--- src/design/bbd_pkg.sv ---
// Shared constants and types for the branch, bit and control decoder
package bbd_pkg;

	// ==========================================================
	// Widths
	localparam int PC_W = 12;
	localparam int BYTE_W = 8;

	// ==========================================================
	// Opcode fields
	localparam logic [2:0] LO_SBR_MASK = 3'h1;
	localparam logic [2:0] LO_CALL_JP = 3'h1;
	localparam logic [3:0] LO_BIT_TEST = 4'h3;
	localparam logic [3:0] LO_BIT_OP = 4'hb;
	localparam logic [3:0] LO_INDEX = 4'h5;
	localparam logic [3:0] LO_ACC = 4'h7;
	localparam logic [3:0] LO_CTRL = 4'hd;
	localparam logic [1:0] CND_ZERO_CLEAR = 2'h0;
	localparam logic [1:0] CND_CARRY_CLEAR = 2'h1;
	localparam logic [1:0] CND_ZERO_SET = 2'h2;
	localparam logic [1:0] CND_CARRY_SET = 2'h3;

	// ==========================================================
	// Control opcodes
	localparam logic [7:0] OP_IRQ_EXIT = 8'h4d;
	localparam logic [7:0] OP_SUBROUTINE_EXIT = 8'hcd;
	localparam logic [7:0] OP_STOP = 8'h6d;
	localparam logic [7:0] OP_WAIT = 8'hed;
	localparam logic [7:0] OP_NOP = 8'had;

	// ==========================================================
	// Displacement bias after the program counter has passed the instruction
	localparam logic [11:0] SHORT_BIAS = 12'h001;
	localparam logic [11:0] LONG_BIAS = 12'h002;
	localparam logic [11:0] PC_STEP = 12'h001;
	localparam logic [11:0] PC_RESET = 12'h000;

	// ==========================================================
	// Instruction kinds
	typedef enum logic [3:0] {
		K_SHORT_BRANCH,
		K_CALL,
		K_LONG_JUMP,
		K_BIT_TEST,
		K_BIT_OP,
		K_NOP,
		K_SUB_EXIT,
		K_IRQ_EXIT,
		K_STOP,
		K_WAIT,
		K_OTHER,
		K_ILLEGAL
	} bbd_kind_t;

	// Operations handed to the load/arithmetic unit
	typedef enum logic [3:0] {
		O_INC_X,
		O_LD_A_X,
		O_INC_Y,
		O_LD_A_Y,
		O_DATA_MOVE_IND,
		O_LOAD_IMMEDIATE,
		O_COMPARE_ACC_IND,
		O_COMPARE_IMMEDIATE,
		O_SUM_IND,
		O_SUM_IMMEDIATE,
		O_INC_IND,
		O_STORE_IND,
		O_MISC
	} bbd_other_t;

	typedef enum logic [2:0] {
		S_FETCH,
		S_OPER1,
		S_DSREAD,
		S_OPER2,
		S_EXEC,
		S_PAD,
		S_HANDOFF
	} bbd_state_t;

endpackage : bbd_pkg

--- src/design/bbd_bit_unit.sv ---
// Single-bit test and modify of a data-space byte
`timescale 1ns/1ns
module bbd_bit_unit
	import bbd_pkg::*;
(
	input wire logic [7:0] byte_i, // Byte read from data space
	input wire logic [2:0] pos_i, // Bit position
	input wire logic set_i, // 1 sets, 0 clears
	output logic [7:0] byte_o, // Byte with one bit changed
	output logic bit_o // Value of the selected bit
);

	// ==========================================================
	// Per-bit modify
	genvar gi;
	generate
		for (gi = 0; gi < BYTE_W; gi++)
		begin : g_bit
			assign byte_o[gi] = (pos_i == 3'(gi)) ? set_i : byte_i[gi];
		end
	endgenerate

	assign bit_o = byte_i[pos_i];

endmodule : bbd_bit_unit

--- src/design/bbd_decoder.sv ---
// Branch, bit manipulation, control and long jump/call sequencer
`timescale 1ns/1ns

// How it works
// - Conditional branch taken only when its flag or tested bit condition holds
// - Short branches 1 byte 2 cycles no flags; bit tests 3 bytes 5 cycles
// - Short branch adds 5-bit signed displacement, reach -15 to +16
// - Bit-test branch adds third-byte 8-bit displacement, reach -126 to +129
// - Bit-test branch copies tested bit into carry whether taken or not
// - Bit set/clear change any bit of any data byte, position from opcode
// - Bit set/clear take 2 bytes, 4 cycles, flags untouched
// - Control instructions 1 byte 2 cycles; only interrupt exit restores flags
// - With watchdog selected, stop performs wait instead
// - Long jump and call carry a 12-bit absolute target
// - Long jump and call take 2 bytes, 4 cycles, flags untouched
// - Even low nibbles 0 to e short branches; 1 is call, any high nibble
// - Low nibble 3: high bit0 picks clear/set test, bits 3:1 reversed give position
// - Low nibble 5: odd highs 1 to 7 index inc/load, even highs and highs 9 to f illegal
// - Low nibble 7: highs 0 to 8 map to accumulator operations, 7 illegal
// - Bit-direct position in opcode, target address in following byte
module bbd_decoder
	import bbd_pkg::*;
(
	input wire logic core_clk_i, // Core instruction clock
	input wire logic rst_i, // Asynchronous reset, active high
	output logic [11:0] pm_addr_o, // Program memory address
	output logic pm_rd_o, // Program memory read strobe
	input wire logic [7:0] pm_data_i, // Byte at pm_addr_o, same cycle
	output logic [7:0] ds_addr_o, // Data space address
	output logic ds_rd_o, // Data space read strobe
	input wire logic [7:0] ds_rdata_i, // Byte at ds_addr_o, same cycle
	output logic ds_wr_o, // Data space write strobe
	output logic [7:0] ds_wdata_o, // Data space write byte
	input wire logic z_flag_i, // Zero flag
	input wire logic c_flag_i, // Carry flag
	output logic c_wr_o, // Carry load pulse
	output logic c_val_o, // Carry value to load
	output logic flag_restore_o, // Restore saved flags pulse
	output logic stack_push_o, // Push return address pulse
	output logic [11:0] stack_push_data_o, // Return address
	output logic stack_pop_o, // Pop pulse
	input wire logic [11:0] stack_pop_data_i, // Top of stack
	input wire logic watchdog_sel_i, // Watchdog function selected
	output logic stop_req_o, // Stop mode request pulse
	output logic wait_req_o, // Wait mode request pulse
	output logic illegal_o, // Illegal opcode pulse
	output logic other_op_o, // Hand off to load/arithmetic unit
	output logic [3:0] other_class_o, // Handed-off operation
	output logic [7:0] other_opcode_o, // Handed-off opcode
	input wire logic other_done_i // Load/arithmetic unit finished
);

	// ==========================================================
	// Decode
	function automatic bbd_kind_t kind_of(input logic [7:0] op);
		bbd_kind_t k;
		k = K_OTHER;
		if ((op[2:0] & LO_SBR_MASK) == 3'h0)
		begin
			k = K_SHORT_BRANCH;
		end
		if ((op[2:0] & 3'h7) == LO_CALL_JP)
		begin
			k = op[3] ? K_LONG_JUMP : K_CALL;
		end
		if (op[3:0] == LO_BIT_TEST)
		begin
			k = K_BIT_TEST;
		end
		if (op[3:0] == LO_BIT_OP)
		begin
			k = K_BIT_OP;
		end
		if (op[3:0] == LO_INDEX && op[4] == 1'b0)
		begin
			k = K_ILLEGAL;
		end
		if (op[3:0] == LO_INDEX && op[7:4] > 4'h7)
		begin
			k = K_ILLEGAL;
		end
		if (op[3:0] == LO_ACC && op[7:4] == 4'h7)
		begin
			k = K_ILLEGAL;
		end
		case (op)
			OP_IRQ_EXIT: k = K_IRQ_EXIT;
			OP_SUBROUTINE_EXIT: k = K_SUB_EXIT;
			OP_STOP: k = K_STOP;
			OP_WAIT: k = K_WAIT;
			OP_NOP: k = K_NOP;
			default: ;
		endcase
		return k;
	endfunction : kind_of

	function automatic bbd_other_t other_of(input logic [7:0] op);
		bbd_other_t o;
		o = O_MISC;
		if (op[3:0] == LO_INDEX)
		begin
			case (op[7:4])
				4'h1: o = O_INC_X;
				4'h3: o = O_LD_A_X;
				4'h5: o = O_INC_Y;
				4'h7: o = O_LD_A_Y;
				default: o = O_MISC;
			endcase
		end
		if (op[3:0] == LO_ACC)
		begin
			case (op[7:4])
				4'h0: o = O_DATA_MOVE_IND;
				4'h1: o = O_LOAD_IMMEDIATE;
				4'h2: o = O_COMPARE_ACC_IND;
				4'h3: o = O_COMPARE_IMMEDIATE;
				4'h4: o = O_SUM_IND;
				4'h5: o = O_SUM_IMMEDIATE;
				4'h6: o = O_INC_IND;
				4'h8: o = O_STORE_IND;
				default: o = O_MISC;
			endcase
		end
		return o;
	endfunction : other_of

	// ==========================================================
	// State
	bbd_state_t state_q, state_d;
	bbd_kind_t kind_q, kind_d;
	logic [11:0] pc_q, pc_d;
	logic [7:0] op_q, op_d;
	logic [7:0] addr_q, addr_d;
	logic [7:0] wdata_q, wdata_d;
	logic bit_q, bit_d;
	logic [7:0] mod_byte;
	logic tested_bit;
	logic [2:0] bit_pos;
	logic short_take;
	logic [4:0] short_disp;

	assign bit_pos = {op_q[5], op_q[6], op_q[7]};
	assign short_disp = {op_q[7:4], op_q[3]};

	bbd_bit_unit u_bit (
		.byte_i(ds_rdata_i),
		.pos_i(bit_pos),
		.set_i(op_q[4]),
		.byte_o(mod_byte),
		.bit_o(tested_bit)
	);

	always_comb
	begin
		case (op_q[2:1])
			CND_ZERO_CLEAR: short_take = !z_flag_i;
			CND_CARRY_CLEAR: short_take = !c_flag_i;
			CND_ZERO_SET: short_take = z_flag_i;
			CND_CARRY_SET: short_take = c_flag_i;
			default: short_take = 1'b0;
		endcase
	end

	// ==========================================================
	// Sequencer
	always_comb
	begin
		state_d = state_q;
		kind_d = kind_q;
		pc_d = pc_q;
		op_d = op_q;
		addr_d = addr_q;
		wdata_d = wdata_q;
		bit_d = bit_q;
		case (state_q)
			S_FETCH:
			begin
				op_d = pm_data_i;
				kind_d = kind_of(pm_data_i);
				pc_d = pc_q + PC_STEP;
				case (kind_of(pm_data_i))
					K_CALL, K_LONG_JUMP, K_BIT_TEST, K_BIT_OP: state_d = S_OPER1;
					K_OTHER: state_d = S_HANDOFF;
					default: state_d = S_EXEC;
				endcase
			end
			S_OPER1:
			begin
				addr_d = pm_data_i;
				pc_d = pc_q + PC_STEP;
				state_d = (kind_q == K_CALL || kind_q == K_LONG_JUMP) ? S_EXEC : S_DSREAD;
			end
			S_DSREAD:
			begin
				wdata_d = mod_byte;
				bit_d = tested_bit;
				state_d = (kind_q == K_BIT_TEST) ? S_OPER2 : S_EXEC;
			end
			S_OPER2:
			begin
				addr_d = pm_data_i;
				pc_d = pc_q + PC_STEP;
				state_d = S_EXEC;
			end
			S_EXEC:
			begin
				state_d = S_FETCH;
				case (kind_q)
					K_SHORT_BRANCH:
					begin
						if (short_take)
						begin
							pc_d = pc_q + {{7{short_disp[4]}}, short_disp} + SHORT_BIAS;
						end
					end
					K_BIT_TEST:
					begin
						if (bit_q == op_q[4])
						begin
							pc_d = pc_q + {{4{addr_q[7]}}, addr_q} + LONG_BIAS;
						end
					end
					K_CALL, K_LONG_JUMP:
					begin
						pc_d = {op_q[7:4], addr_q};
						state_d = S_PAD;
					end
					K_SUB_EXIT, K_IRQ_EXIT: pc_d = stack_pop_data_i;
					default: ;
				endcase
			end
			S_PAD: state_d = S_FETCH;
			S_HANDOFF:
			begin
				if (other_done_i)
				begin
					state_d = S_FETCH;
				end
			end
			default: state_d = S_FETCH;
		endcase
	end

	always_ff @(posedge core_clk_i or posedge rst_i)
	begin
		if (rst_i)
		begin
			state_q <= S_FETCH;
			kind_q <= K_NOP;
			pc_q <= PC_RESET;
			op_q <= 8'h00;
			addr_q <= 8'h00;
			wdata_q <= 8'h00;
			bit_q <= 1'b0;
		end
		else
		begin
			state_q <= state_d;
			kind_q <= kind_d;
			pc_q <= pc_d;
			op_q <= op_d;
			addr_q <= addr_d;
			wdata_q <= wdata_d;
			bit_q <= bit_d;
		end
	end

	// ==========================================================
	// Outputs
	assign pm_addr_o = pc_q;
	assign pm_rd_o = (state_q == S_FETCH) || (state_q == S_OPER1) || (state_q == S_OPER2);
	assign ds_addr_o = addr_q;
	assign ds_rd_o = (state_q == S_DSREAD);
	assign ds_wdata_o = wdata_q;
	assign ds_wr_o = (state_q == S_EXEC) && (kind_q == K_BIT_OP);
	assign c_wr_o = (state_q == S_OPER2);
	assign c_val_o = bit_q;
	assign flag_restore_o = (state_q == S_EXEC) && (kind_q == K_IRQ_EXIT);
	assign stack_push_o = (state_q == S_EXEC) && (kind_q == K_CALL);
	assign stack_push_data_o = pc_q;
	assign stack_pop_o = (state_q == S_EXEC) && (kind_q == K_SUB_EXIT || kind_q == K_IRQ_EXIT);
	assign stop_req_o = (state_q == S_EXEC) && (kind_q == K_STOP) && !watchdog_sel_i;
	assign wait_req_o = (state_q == S_EXEC)
		&& (kind_q == K_WAIT || (kind_q == K_STOP && watchdog_sel_i));
	assign illegal_o = (state_q == S_EXEC) && (kind_q == K_ILLEGAL);
	assign other_op_o = (state_q == S_HANDOFF);
	assign other_class_o = other_of(op_q);
	assign other_opcode_o = op_q;

endmodule : bbd_decoder

--- config.mk ---
export PLATFORM = sky130hd
export DESIGN_NAME = bbd_decoder
export DESIGN_NICKNAME = d
export VERILOG_FILES = /design/src/design/bbd_pkg.sv /design/src/design/bbd_bit_unit.sv /design/src/design/bbd_decoder.sv
export SDC_FILE = /design/constraint.sdc
export NUM_CORES = 1
export LEC_CHECK = 0
export ABC_AREA = 1
export BUFFER_PORTS_ARGS = -buffer_cell sky130_fd_sc_hd__buf_2
export CORE_ASPECT_RATIO = 1.5
export CORE_MARGIN = 8
export CORE_UTILIZATION = 50
export CTS_CLUSTER_SIZE = 14
export DETAILED_ROUTE_END_ITERATION = 10
export GPL_TIMING_DRIVEN = 0
export PLACE_DENSITY = 0.74
export SLEW_MARGIN = 30
export SYNTH_ARGS = -nofsm -noshare
export SYNTH_HDL_FRONTEND = slang
export SYNTH_SLANG_ARGS = --single-unit
--- constraint.sdc ---
create_clock -name core_clk_i -period 4 [get_ports core_clk_i]
set_input_delay 0 -clock core_clk_i [delete_from_list [all_inputs] [get_ports core_clk_i]]
set_output_delay 0 -clock core_clk_i [all_outputs]
set_load 0.05 [all_outputs]
Word-level counts from Yosys, hierarchy flattened
Memory sizes are Yosys's and may differ from the RTL's. Index checks and enable logic that the tools add are counted.

Multiplexer cells: 34. Equality and inequality tests: 51. Order comparisons: 2. Add/sub/neg operators: 5. Bitwise gates (word level): 1. Reduce and logical (&&, ||, !) cells: 32.

Operator list (count): $pmux W12 S4 (1); $eq A4 B3 Y1 const B (11); $mux W4 (10); $add A12 B1 Y12 const B (2); $add A12 B12 Y12 (2); $eq A4 B2 Y1 const B (6); $eq A8 B8 Y1 const B (3); $mux W12 (2); $pmux W12 S2 (1); $eq A4 B4 Y1 const B (5); $pmux W4 S5 (1); $eq A3 B3 Y1 const B (6); $pmux W3 S6 (1); $eq A8 B7 Y1 const B (2); $pmux W4 S4 (1); $add A12 B2 Y12 const B (1); $eq A3 B2 Y1 const B (4); $eq A4 B1 Y1 const B (3); $logic_and A1 B1 Y1 (12); $mux W3 (4); $eq A3 B1 Y1 const B (3); $logic_not A3 Y1 (3); $mux W1 (9); $ne A3 B3 Y1 const B (2); other kinds (21) (30).

Bits in read-only memories: 64. Bits in registers: 44. Input bits: 34. Output and inout bits: 64. Memories: 1.

Memories: (no name shown) (depth 16, bits a word 4, read ports 1, clocked after memory_dff 0, write ports 0, line bbd_decoder.sv:112) `case (op[7:4])`.

Depth between registers and ports, before layout
Gate-level depths: netlist of the first run.

Depth after elaboration: 14. Gate-level depth with buffers: 16. Gate-level depth less buffers: 16.

By module
A second synthesis of the first run with hierarchy kept.

Cells, all modules: 686. Area total of the unflattened synthesis: 4406.7 µm².

By module, submodules not included: bbd_decoder (area an instance 4164.0 µm², cells each 634, times used 1, seq. area each 1103.6 µm²); bbd_bit_unit (area an instance 242.7 µm², cells each 52, times used 1, seq. area each 0.0 µm²).

Worst setup path after synthesis of the first run
Ideal clock, no wire load.

Kind: flip-flop to flip-flop. From: reg pc_q[1] (netlist: pm_addr_o[1]). To: reg pc_q[5] (netlist: pm_addr_o[5]). Library setup time: 133 ps. Arrival time: 2431 ps. Cell stages (with the launch flop): 14. Data required time: 3867 ps. Path buffers: 0. Slack: 1436 ps. Path through: dfrtp_1 > inv_1 > ha_1 > inv_1 > ha_1 > fa_1 > nand2_1 > nand3_1 > nand2_1 > a21oi_1 > o21ai_0 > nand2_1 > o21ai_0 > a22oi_2.

Longest elaborated chain between the ends: 5.

Ends and longest elaborated chain: from (decl) (line bbd_decoder.sv:131) `logic [11:0] pc_q, pc_d;`; from (signal assigned) (line bbd_decoder.sv:260) `pc_q <= pc_d;`; $add A12 B12 Y12 (on tied branches) (line bbd_decoder.sv:220, bbd_decoder.sv:213); $add A12 B2 Y12 / $add A12 B1 Y12 (equally long branches) (line bbd_decoder.sv:220, bbd_decoder.sv:213); $mux W12 (on tied branches) (line bbd_decoder.sv:218, bbd_decoder.sv:211); $pmux W12 S4 (line bbd_decoder.sv:208) `case (kind_q)`; $pmux W12 S2 * (line bbd_decoder.sv:175) `case (state_q)`.

Mark *: on every way between the ends. The rest lies on a longest branch, timed or not. The select of a mux whose other input is x is not followed. A chain may end at the register's enable or synchronous reset.

Worst setup path in the final report of the first run
From: reg pc_q[1] (netlist: pm_addr_o[1]). To: reg pc_q[9] (netlist: pm_addr_o[9]).

Same word-level chain as after synthesis.

==> flow_summary.yaml, run 1 <==
synthesis:
  xor_and_xnor_fraction_of_the_mapped_netlist_area_pct: 1.01
  simple_gate_portion_of_the_synthesized_area_pct: 32.8
  synth_top_family_by_area: "simple AND/OR/NAND/NOR gates"
  syn_avg_cell_area_um2: 6.43
  synth-seq-cells: 44
  synth_fp_nets: 742
  distinct_cell_type_count_after_synthesis: 42
  synth-adder-area-share_pct: 10.5
  synthMuxAreaShare_pct: 0
  syn_area_mm2: 0.00433
  ys_async_sr_fraction_pct: 100
  synth_largest_type_area_fraction_pct: 24.3
  yosysSeqAreaShare_pct: 25.5
  synth.area.top_cells: "sky130_fd_sc_hd__dfrtp_1 24%, sky130_fd_sc_hd__nand2_1 16%, sky130_fd_sc_hd__ha_1 9.5%, sky130_fd_sc_hd__inv_1 8.7%, sky130_fd_sc_hd__nand3_1 6.1%"
  yosys_warnings: 0
  post-synth-top-area-cell: "sky130_fd_sc_hd__dfrtp_1"
  synth_top_flop_cell: "sky130_fd_sc_hd__dfrtp_1"
  synth-compound-area-share_pct: 17.4
  synth-edff-count: 0
  netlist_instances: 673
die:
  floorplan.io_pins: 98
  die_w_um: 92.0
  std_cell_rows: 41
  die_area_mm2: 0.0120
  initial_utilization_pct: 51.5
  core_region_area_mm2: 0.00841
  die_height_um: 130
global_routing:
  grt.overflow.total: 0
  number_of_global_route_vias_before_repair: 4764
  maximum_number_of_pins_on_one_net_before_global_route_repair: 27
  grt_util_all_layers_pct: 23.6
  grt_antenna_before_repair: 0
  grt_first_pass_wirelength_mm: 22.8
layout:
  antenna_cells: 0
  layout_cell_share_with_drive_strength_beyond_1_pct: 18.3
  final_nets: 853
  most_common_cell_after_layout_fill_and_taps_aside: "sky130_fd_sc_hd__nand2_1"
  syn_to_final_growth_pct: 19.6
  layout_common_cells: "184 x sky130_fd_sc_hd__nand2_1, 103 x sky130_fd_sc_hd__buf_2, 99 x sky130_fd_sc_hd__inv_1"
place:
  port_buffers: 97
  globalplace.congestion: 0.957
  post-dp-hpwl_mm: 11.4
clock_network:
  cts_made_buffers: 5
  cts_htree_levels: 2
  postCtsHoldBufs: 6
  cts_buffer_depth: 2
  register_clock_pin_slew_on_the_reported_worst_setup_and_hold_paths_ns: 0.07
  cts_tree: "done"
  insertion_delay_ns: 0.29
  clkSinkCount: 44
  cts_root_buffer: "sky130_fd_sc_hd__clkbuf_16"
  cts_repair_resize_count: 0
  postCtsSetupRepairBufs: 0
timing:
  max_freq_mhz: 379
  worst_slew_margin_rel_pct: 59.3
  rsz_0062_raised_after_global_routing: "false"
  finalHoldViolations: 0
  setup_violations: 0
  report.final.slew_viol_count: 0
  worstMarginPinSlew_ns: 0.610
  post-route-period-util_pct: 66.0
  period_minus_slack_ns: 2.64
  tns_ns: 0
  final.setup_skew_ns: 0.00782
job:
  drv.max_cap_violation_count: 0
drt:
  detail-route-antenna-nets: 0
  route.vias.total: 4907
  drt_wl_total_mm: 14.1
  routed_wire_length_per_instance_um: 15.8
  drt_iter0_markers: 319
  avgViaCountPerCell: 5.50
  drt_pre_antenna_iters: 5
  number_of_remaining_drc_errors: 0
status:
  result_of_the_run: "complete, no violations"
critical_path:
  setup.worst_path.end_class: "register"
  peak_fanout_along_the_critical_path: 7
  critical_path.startpoint_type: "register"
  kind_of_critical_path: "reg -> reg"
  cp_data_arrival_time_ns: 2.85
  worst_ep_required_time_ns: 4.21
worst_hold_path:
  worst_min_delay_path_category: "in -> reg"
==> logic make-up (layout without fill, tap and decap cells) <==
kind of cell | after synthesis | after routing
fa+ha+maj | 35 | 35
compound gates | 127 | 127
flops | 44 | 44
buf+inv | 129 | 241
xor+xnor | 5 | 5
simple gates | 333 | 333
==> cell type report <==
class | count | area (µm²)
clock inverter | 2 | 12.5
fill | 852 | 3230
clock buffer | 6 | 129
sequential | 44 | 1100
buffer | 27 | 176
multi-input combinational | 500 | 2670
tap | 107 | 134
inverter | 102 | 383
timing repair buffer | 104 | 573
==> synth_stat cells (3+ instances only) <==
master and count:
sky130_fd_sc_hd__a22oi_1 15, sky130_fd_sc_hd__nand4_1 14, sky130_fd_sc_hd__nor2_1 59, sky130_fd_sc_hd__or2_2 4, sky130_fd_sc_hd__clkbuf_1 5, sky130_fd_sc_hd__inv_1 100
sky130_fd_sc_hd__buf_4 14, sky130_fd_sc_hd__xor2_1 3, sky130_fd_sc_hd__dfrtp_1 42, sky130_fd_sc_hd__nand3b_1 5, sky130_fd_sc_hd__o211ai_1 3, sky130_fd_sc_hd__ha_1 33
sky130_fd_sc_hd__nor3_1 7, sky130_fd_sc_hd__o21ai_0 53, sky130_fd_sc_hd__buf_2 6, sky130_fd_sc_hd__a21boi_0 3, sky130_fd_sc_hd__nand2_1 184, sky130_fd_sc_hd__a21oi_1 32
sky130_fd_sc_hd__nand3_1 53
==> worst max-delay path: stages, from the launching register on <==
cell,delay [ns]
sky130_fd_sc_hd__dfrtp_1,0.52
sky130_fd_sc_hd__inv_1,0.11
sky130_fd_sc_hd__ha_1,0.29
sky130_fd_sc_hd__inv_1,0.04
sky130_fd_sc_hd__ha_1,0.24
sky130_fd_sc_hd__fa_1,0.43
sky130_fd_sc_hd__nand2_1,0.10
sky130_fd_sc_hd__nand3_1,0.12
sky130_fd_sc_hd__nand4_1,0.12
sky130_fd_sc_hd__nand2_1,0.06
sky130_fd_sc_hd__nand2_1,0.05
sky130_fd_sc_hd__nand3_1,0.11
sky130_fd_sc_hd__nand2_1,0.08
sky130_fd_sc_hd__inv_1,0.04
sky130_fd_sc_hd__nand2_1,0.05
sky130_fd_sc_hd__nand2_1,0.05
sky130_fd_sc_hd__a21oi_1,0.15
==> worst paths after layout <==
check | from | to | slack, ns | depth (start not counted)
worst max register to register | pm_addr_o[1] | pm_addr_o[9] | 1.36 | 16
min in group asynchronous | rst_i | ds_wdata_o[6] | 0.33 | 3
worst max-delay path | pm_addr_o[1] | pm_addr_o[9] | 1.36 | 16
max in group asynchronous | rst_i | kind_q[0] | 3.07 | 4
worst min-delay path | pm_data_i[2] | ds_addr_o[2] | 0.02 | 3
worst min register to register | ds_wdata_o[5] | ds_wdata_o[5] | 0.49 | 2
==> flip-flops by register name (all words and copies together), names as in the netlist <==
signal / cells
ds_wdata_o: 8
other_opcode_o: 8
pm_addr_o: 12
kind_q: 4
ds_addr_o: 8
c_val_o: 1
state_q: 3
==> routing by layer <==
layer	wire length, µm	track usage [%]	share of wire, %	vias up
li1	-	-	-	2437
met1	5470	25.5	39	2244
met2	7290	43.9	52	200
met3	904	4.14	6.4	26
met4	418	9.90	3.0	0
met5	0	0	0	-
==> per-stage QoR <==
| step | setup slack [ns] | std cells | hold WS (ns) | instance area, µm² | utilization [%] |
|---|---|---|---|---|---|
| 6_report | 1.36 | 892 | 0.0153 | 5180 | 61.6 |
| 5_1_grt | 1.12 | 892 | 0.0437 | 5180 | 61.6 |
| 4_1_cts | 1.35 | 892 | 0.00955 | 5180 | 61.6 |
| 3_5_place_dp | 1.37 | 878 | 0.107 | 4980 | 59.2 |
| 3_3_place_gp | 1.43 | 877 | 0.261 | 4950 | 58.8 |
| 2_1_floorplan | 1.44 | 673 | 0.121 | 4330 | - |
Power of run 1 is not shown: default switching activity piles up to over one toggle a cycle in this logic, so the estimate is an artifact.
==> inputs of run 2 (changes only) <==
- PLACE_DENSITY: 0.74 -> 0.77
- clock period: 4 -> 2.1 ns (I/O delays scaled with it)
==> flow_summary.yaml, run 2 (synthesis results as in run 1) <==
status:
  result_of_the_run: "finished, violations left"
  violated_checks: "setup timing"
drt:
  routed_wire_length_per_instance_um: 16.3
  avgViaCountPerCell: 5.60
  detail-route-antenna-nets: 0
  drt_wl_total_mm: 15.0
  drt_iter0_markers: 308
  number_of_remaining_drc_errors: 0
  route.vias.total: 5138
  drt_pre_antenna_iters: 7
timing:
  final.setup_skew_ns: 0.00575
  rsz_0062_raised_after_global_routing: "true"
  worst_slew_margin_rel_pct: 66.1
  report.final.slew_viol_count: 0
  pnr_worst_setup_slack_ns: -0.0939
  worstMarginPinSlew_ns: 0.507
  post-route-period-util_pct: 104
  period_minus_slack_ns: 2.19
  max_freq_mhz: 456
  setup_violations: 5
  finalHoldViolations: 0
critical_path:
  critical_path.top_delay_family: "simple AND/OR/NAND/NOR gates"
  crit_path_max_incr_delay_ns: 0.50
  worst_ep_required_time_ns: 2.30
  cpMostUsedCell: "sky130_fd_sc_hd__nand2_1"
  critical-path-slowest-cell: "sky130_fd_sc_hd__dfrtp_4"
  setup.worst_path.end_class: "register"
  critical_path.startpoint_type: "register"
  worstPathBufferInverterCount: 1
  kind_of_critical_path: "reg -> reg"
  timing.critical_path.cells: "ha_4 -> ha_4 -> or2_2 -> nand2_2 -> inv_1 -> nand3b_1 -> nand2_1 -> nand2_1 -> nand3_1 -> nand2_1 -> nand3_1 -> a21boi_1"
  peak_fanout_along_the_critical_path: 6
  cp_data_arrival_time_ns: 2.39
worst_hold_path:
  worst_min_delay_path_category: "in -> reg"
global_routing:
  globalRoute.busiestLayer: "met2"
  groute.layer.met1.usage_pct: 25.6
  grt_antenna_before_repair: 0
  grt_util_all_layers_pct: 24.6
  grt_first_pass_wirelength_mm: 23.6
  number_of_global_route_vias_before_repair: 5088
  grt_util_met3_pct: 4.02
  maximum_number_of_pins_on_one_net_before_global_route_repair: 31
  grt.overflow.total: 0
  globalRouteMet2Util_pct: 44.2
die:
  floorplan.io_pins: 98
  std_cell_rows: 41
  core_region_area_mm2: 0.00841
  initial_utilization_pct: 51.5
  die_w_um: 92.0
  die_height_um: 130
  die_area_mm2: 0.0120
layout:
  largest_register_ff_count: 12
  antenna_cells: 0
  final-seq-area_mm2: 0.00113
  num-fill-cells: 756
  syn_to_final_growth_pct: 32.6
  layout_common_cells: "180 x sky130_fd_sc_hd__nand2_1, 100 x sky130_fd_sc_hd__buf_2, 94 x sky130_fd_sc_hd__inv_1"
  layout_cell_share_with_drive_strength_beyond_1_pct: 29.6
  final_nets: 879
  multiInputGateArea_mm2: 0.00297
  most_common_cell_after_layout_fill_and_taps_aside: "sky130_fd_sc_hd__nand2_1"
clock_network:
  cts_tree: "done"
  insertion_delay_ns: 0.29
  clkSinkCount: 44
  cts_buffer_depth: 2
  cts_made_buffers: 5
  cts_htree_levels: 2
  register_clock_pin_slew_on_the_reported_worst_setup_and_hold_paths_ns: 0.06
  cts_root_buffer: "sky130_fd_sc_hd__clkbuf_16"
place:
  post-dp-hpwl_mm: 11.3
  port_buffers: 97
  place_worst_setup_slack_ns: -0.291
  globalplace.congestion: 0.944
job:
  drv.max_cap_violation_count: 0
[run 2: path summary, 6_finish.rpt]
| check | slack (ns) | depth (start not counted) | end | startpoint |
|---|---|---|---|---|
| setup reg to reg | -0.09 | 12 | pm_addr_o[8] | pm_addr_o[3] |
| hold reg to reg | 0.48 | 2 | ds_wdata_o[1] | ds_wdata_o[1] |
| max in group asynchronous | 1.31 | 4 | kind_q[2] | rst_i |
| setup / recovery | -0.09 | 12 | pm_addr_o[8] | pm_addr_o[3] |
| hold / removal | 0.01 | 3 | ds_addr_o[1] | pm_data_i[1] |
| min in group asynchronous | 0.23 | 3 | ds_wdata_o[2] | rst_i |
[run 2: worst reg2reg max path: cells and delay by family, from the launching register on]
kind            cells  cell delay (ns)
compound gates      1             0.17
buf+inv             1             0.06
fa+ha+maj           2             0.51
flops               1             0.50
simple gates        8             0.88
[run 2: cell type report]
| cell class | instances | area share, % |
|---|---|---|
| multi-input cells | 500 | 51.7 |
| flip-flops and latches | 44 | 19.6 |
| repair buffers | 130 | 13.2 |
| inverters | 102 | 6.67 |
| plain buffers | 27 | 3.18 |
| well taps | 107 | 2.33 |
| clock buffers | 6 | 2.24 |
| clock inverters | 2 | 1.05 |
[run 2: timing repair]
action / 4_1_cts / 5_1_grt
hold endpoints to repair: 18 / 0
gates resized for setup: 16 / 41
buffers inserted: 13 / 15
hold buffers: 4 / 0
setup endpoints to repair: 15 / 15
pin swaps: 7 / 11
[run 2: per-stage QoR]
step,TNS [ns],hold WS [ns],instance area (µm²),cells,util [%]
after global placement,-1.09,0.257,5020,877,59.7
after floorplan,-0.403,0.102,4400,673,-
after global routing,-0.889,0.0252,5740,918,68.3
final,-0.232,0.0136,5740,918,68.3
after detailed placement,-1.38,-0.0136,5040,878,59.9
after CTS,-0.176,0.00660,5420,903,64.4
[run 2: routing by layer]
layer	part of all wire [%]	up-vias
li1	-	2485
met1	38	2350
met2	50	240
met3	5.7	63
met4	6.6	0
met5	0	-
Power of run 2 is left out for the same reason.
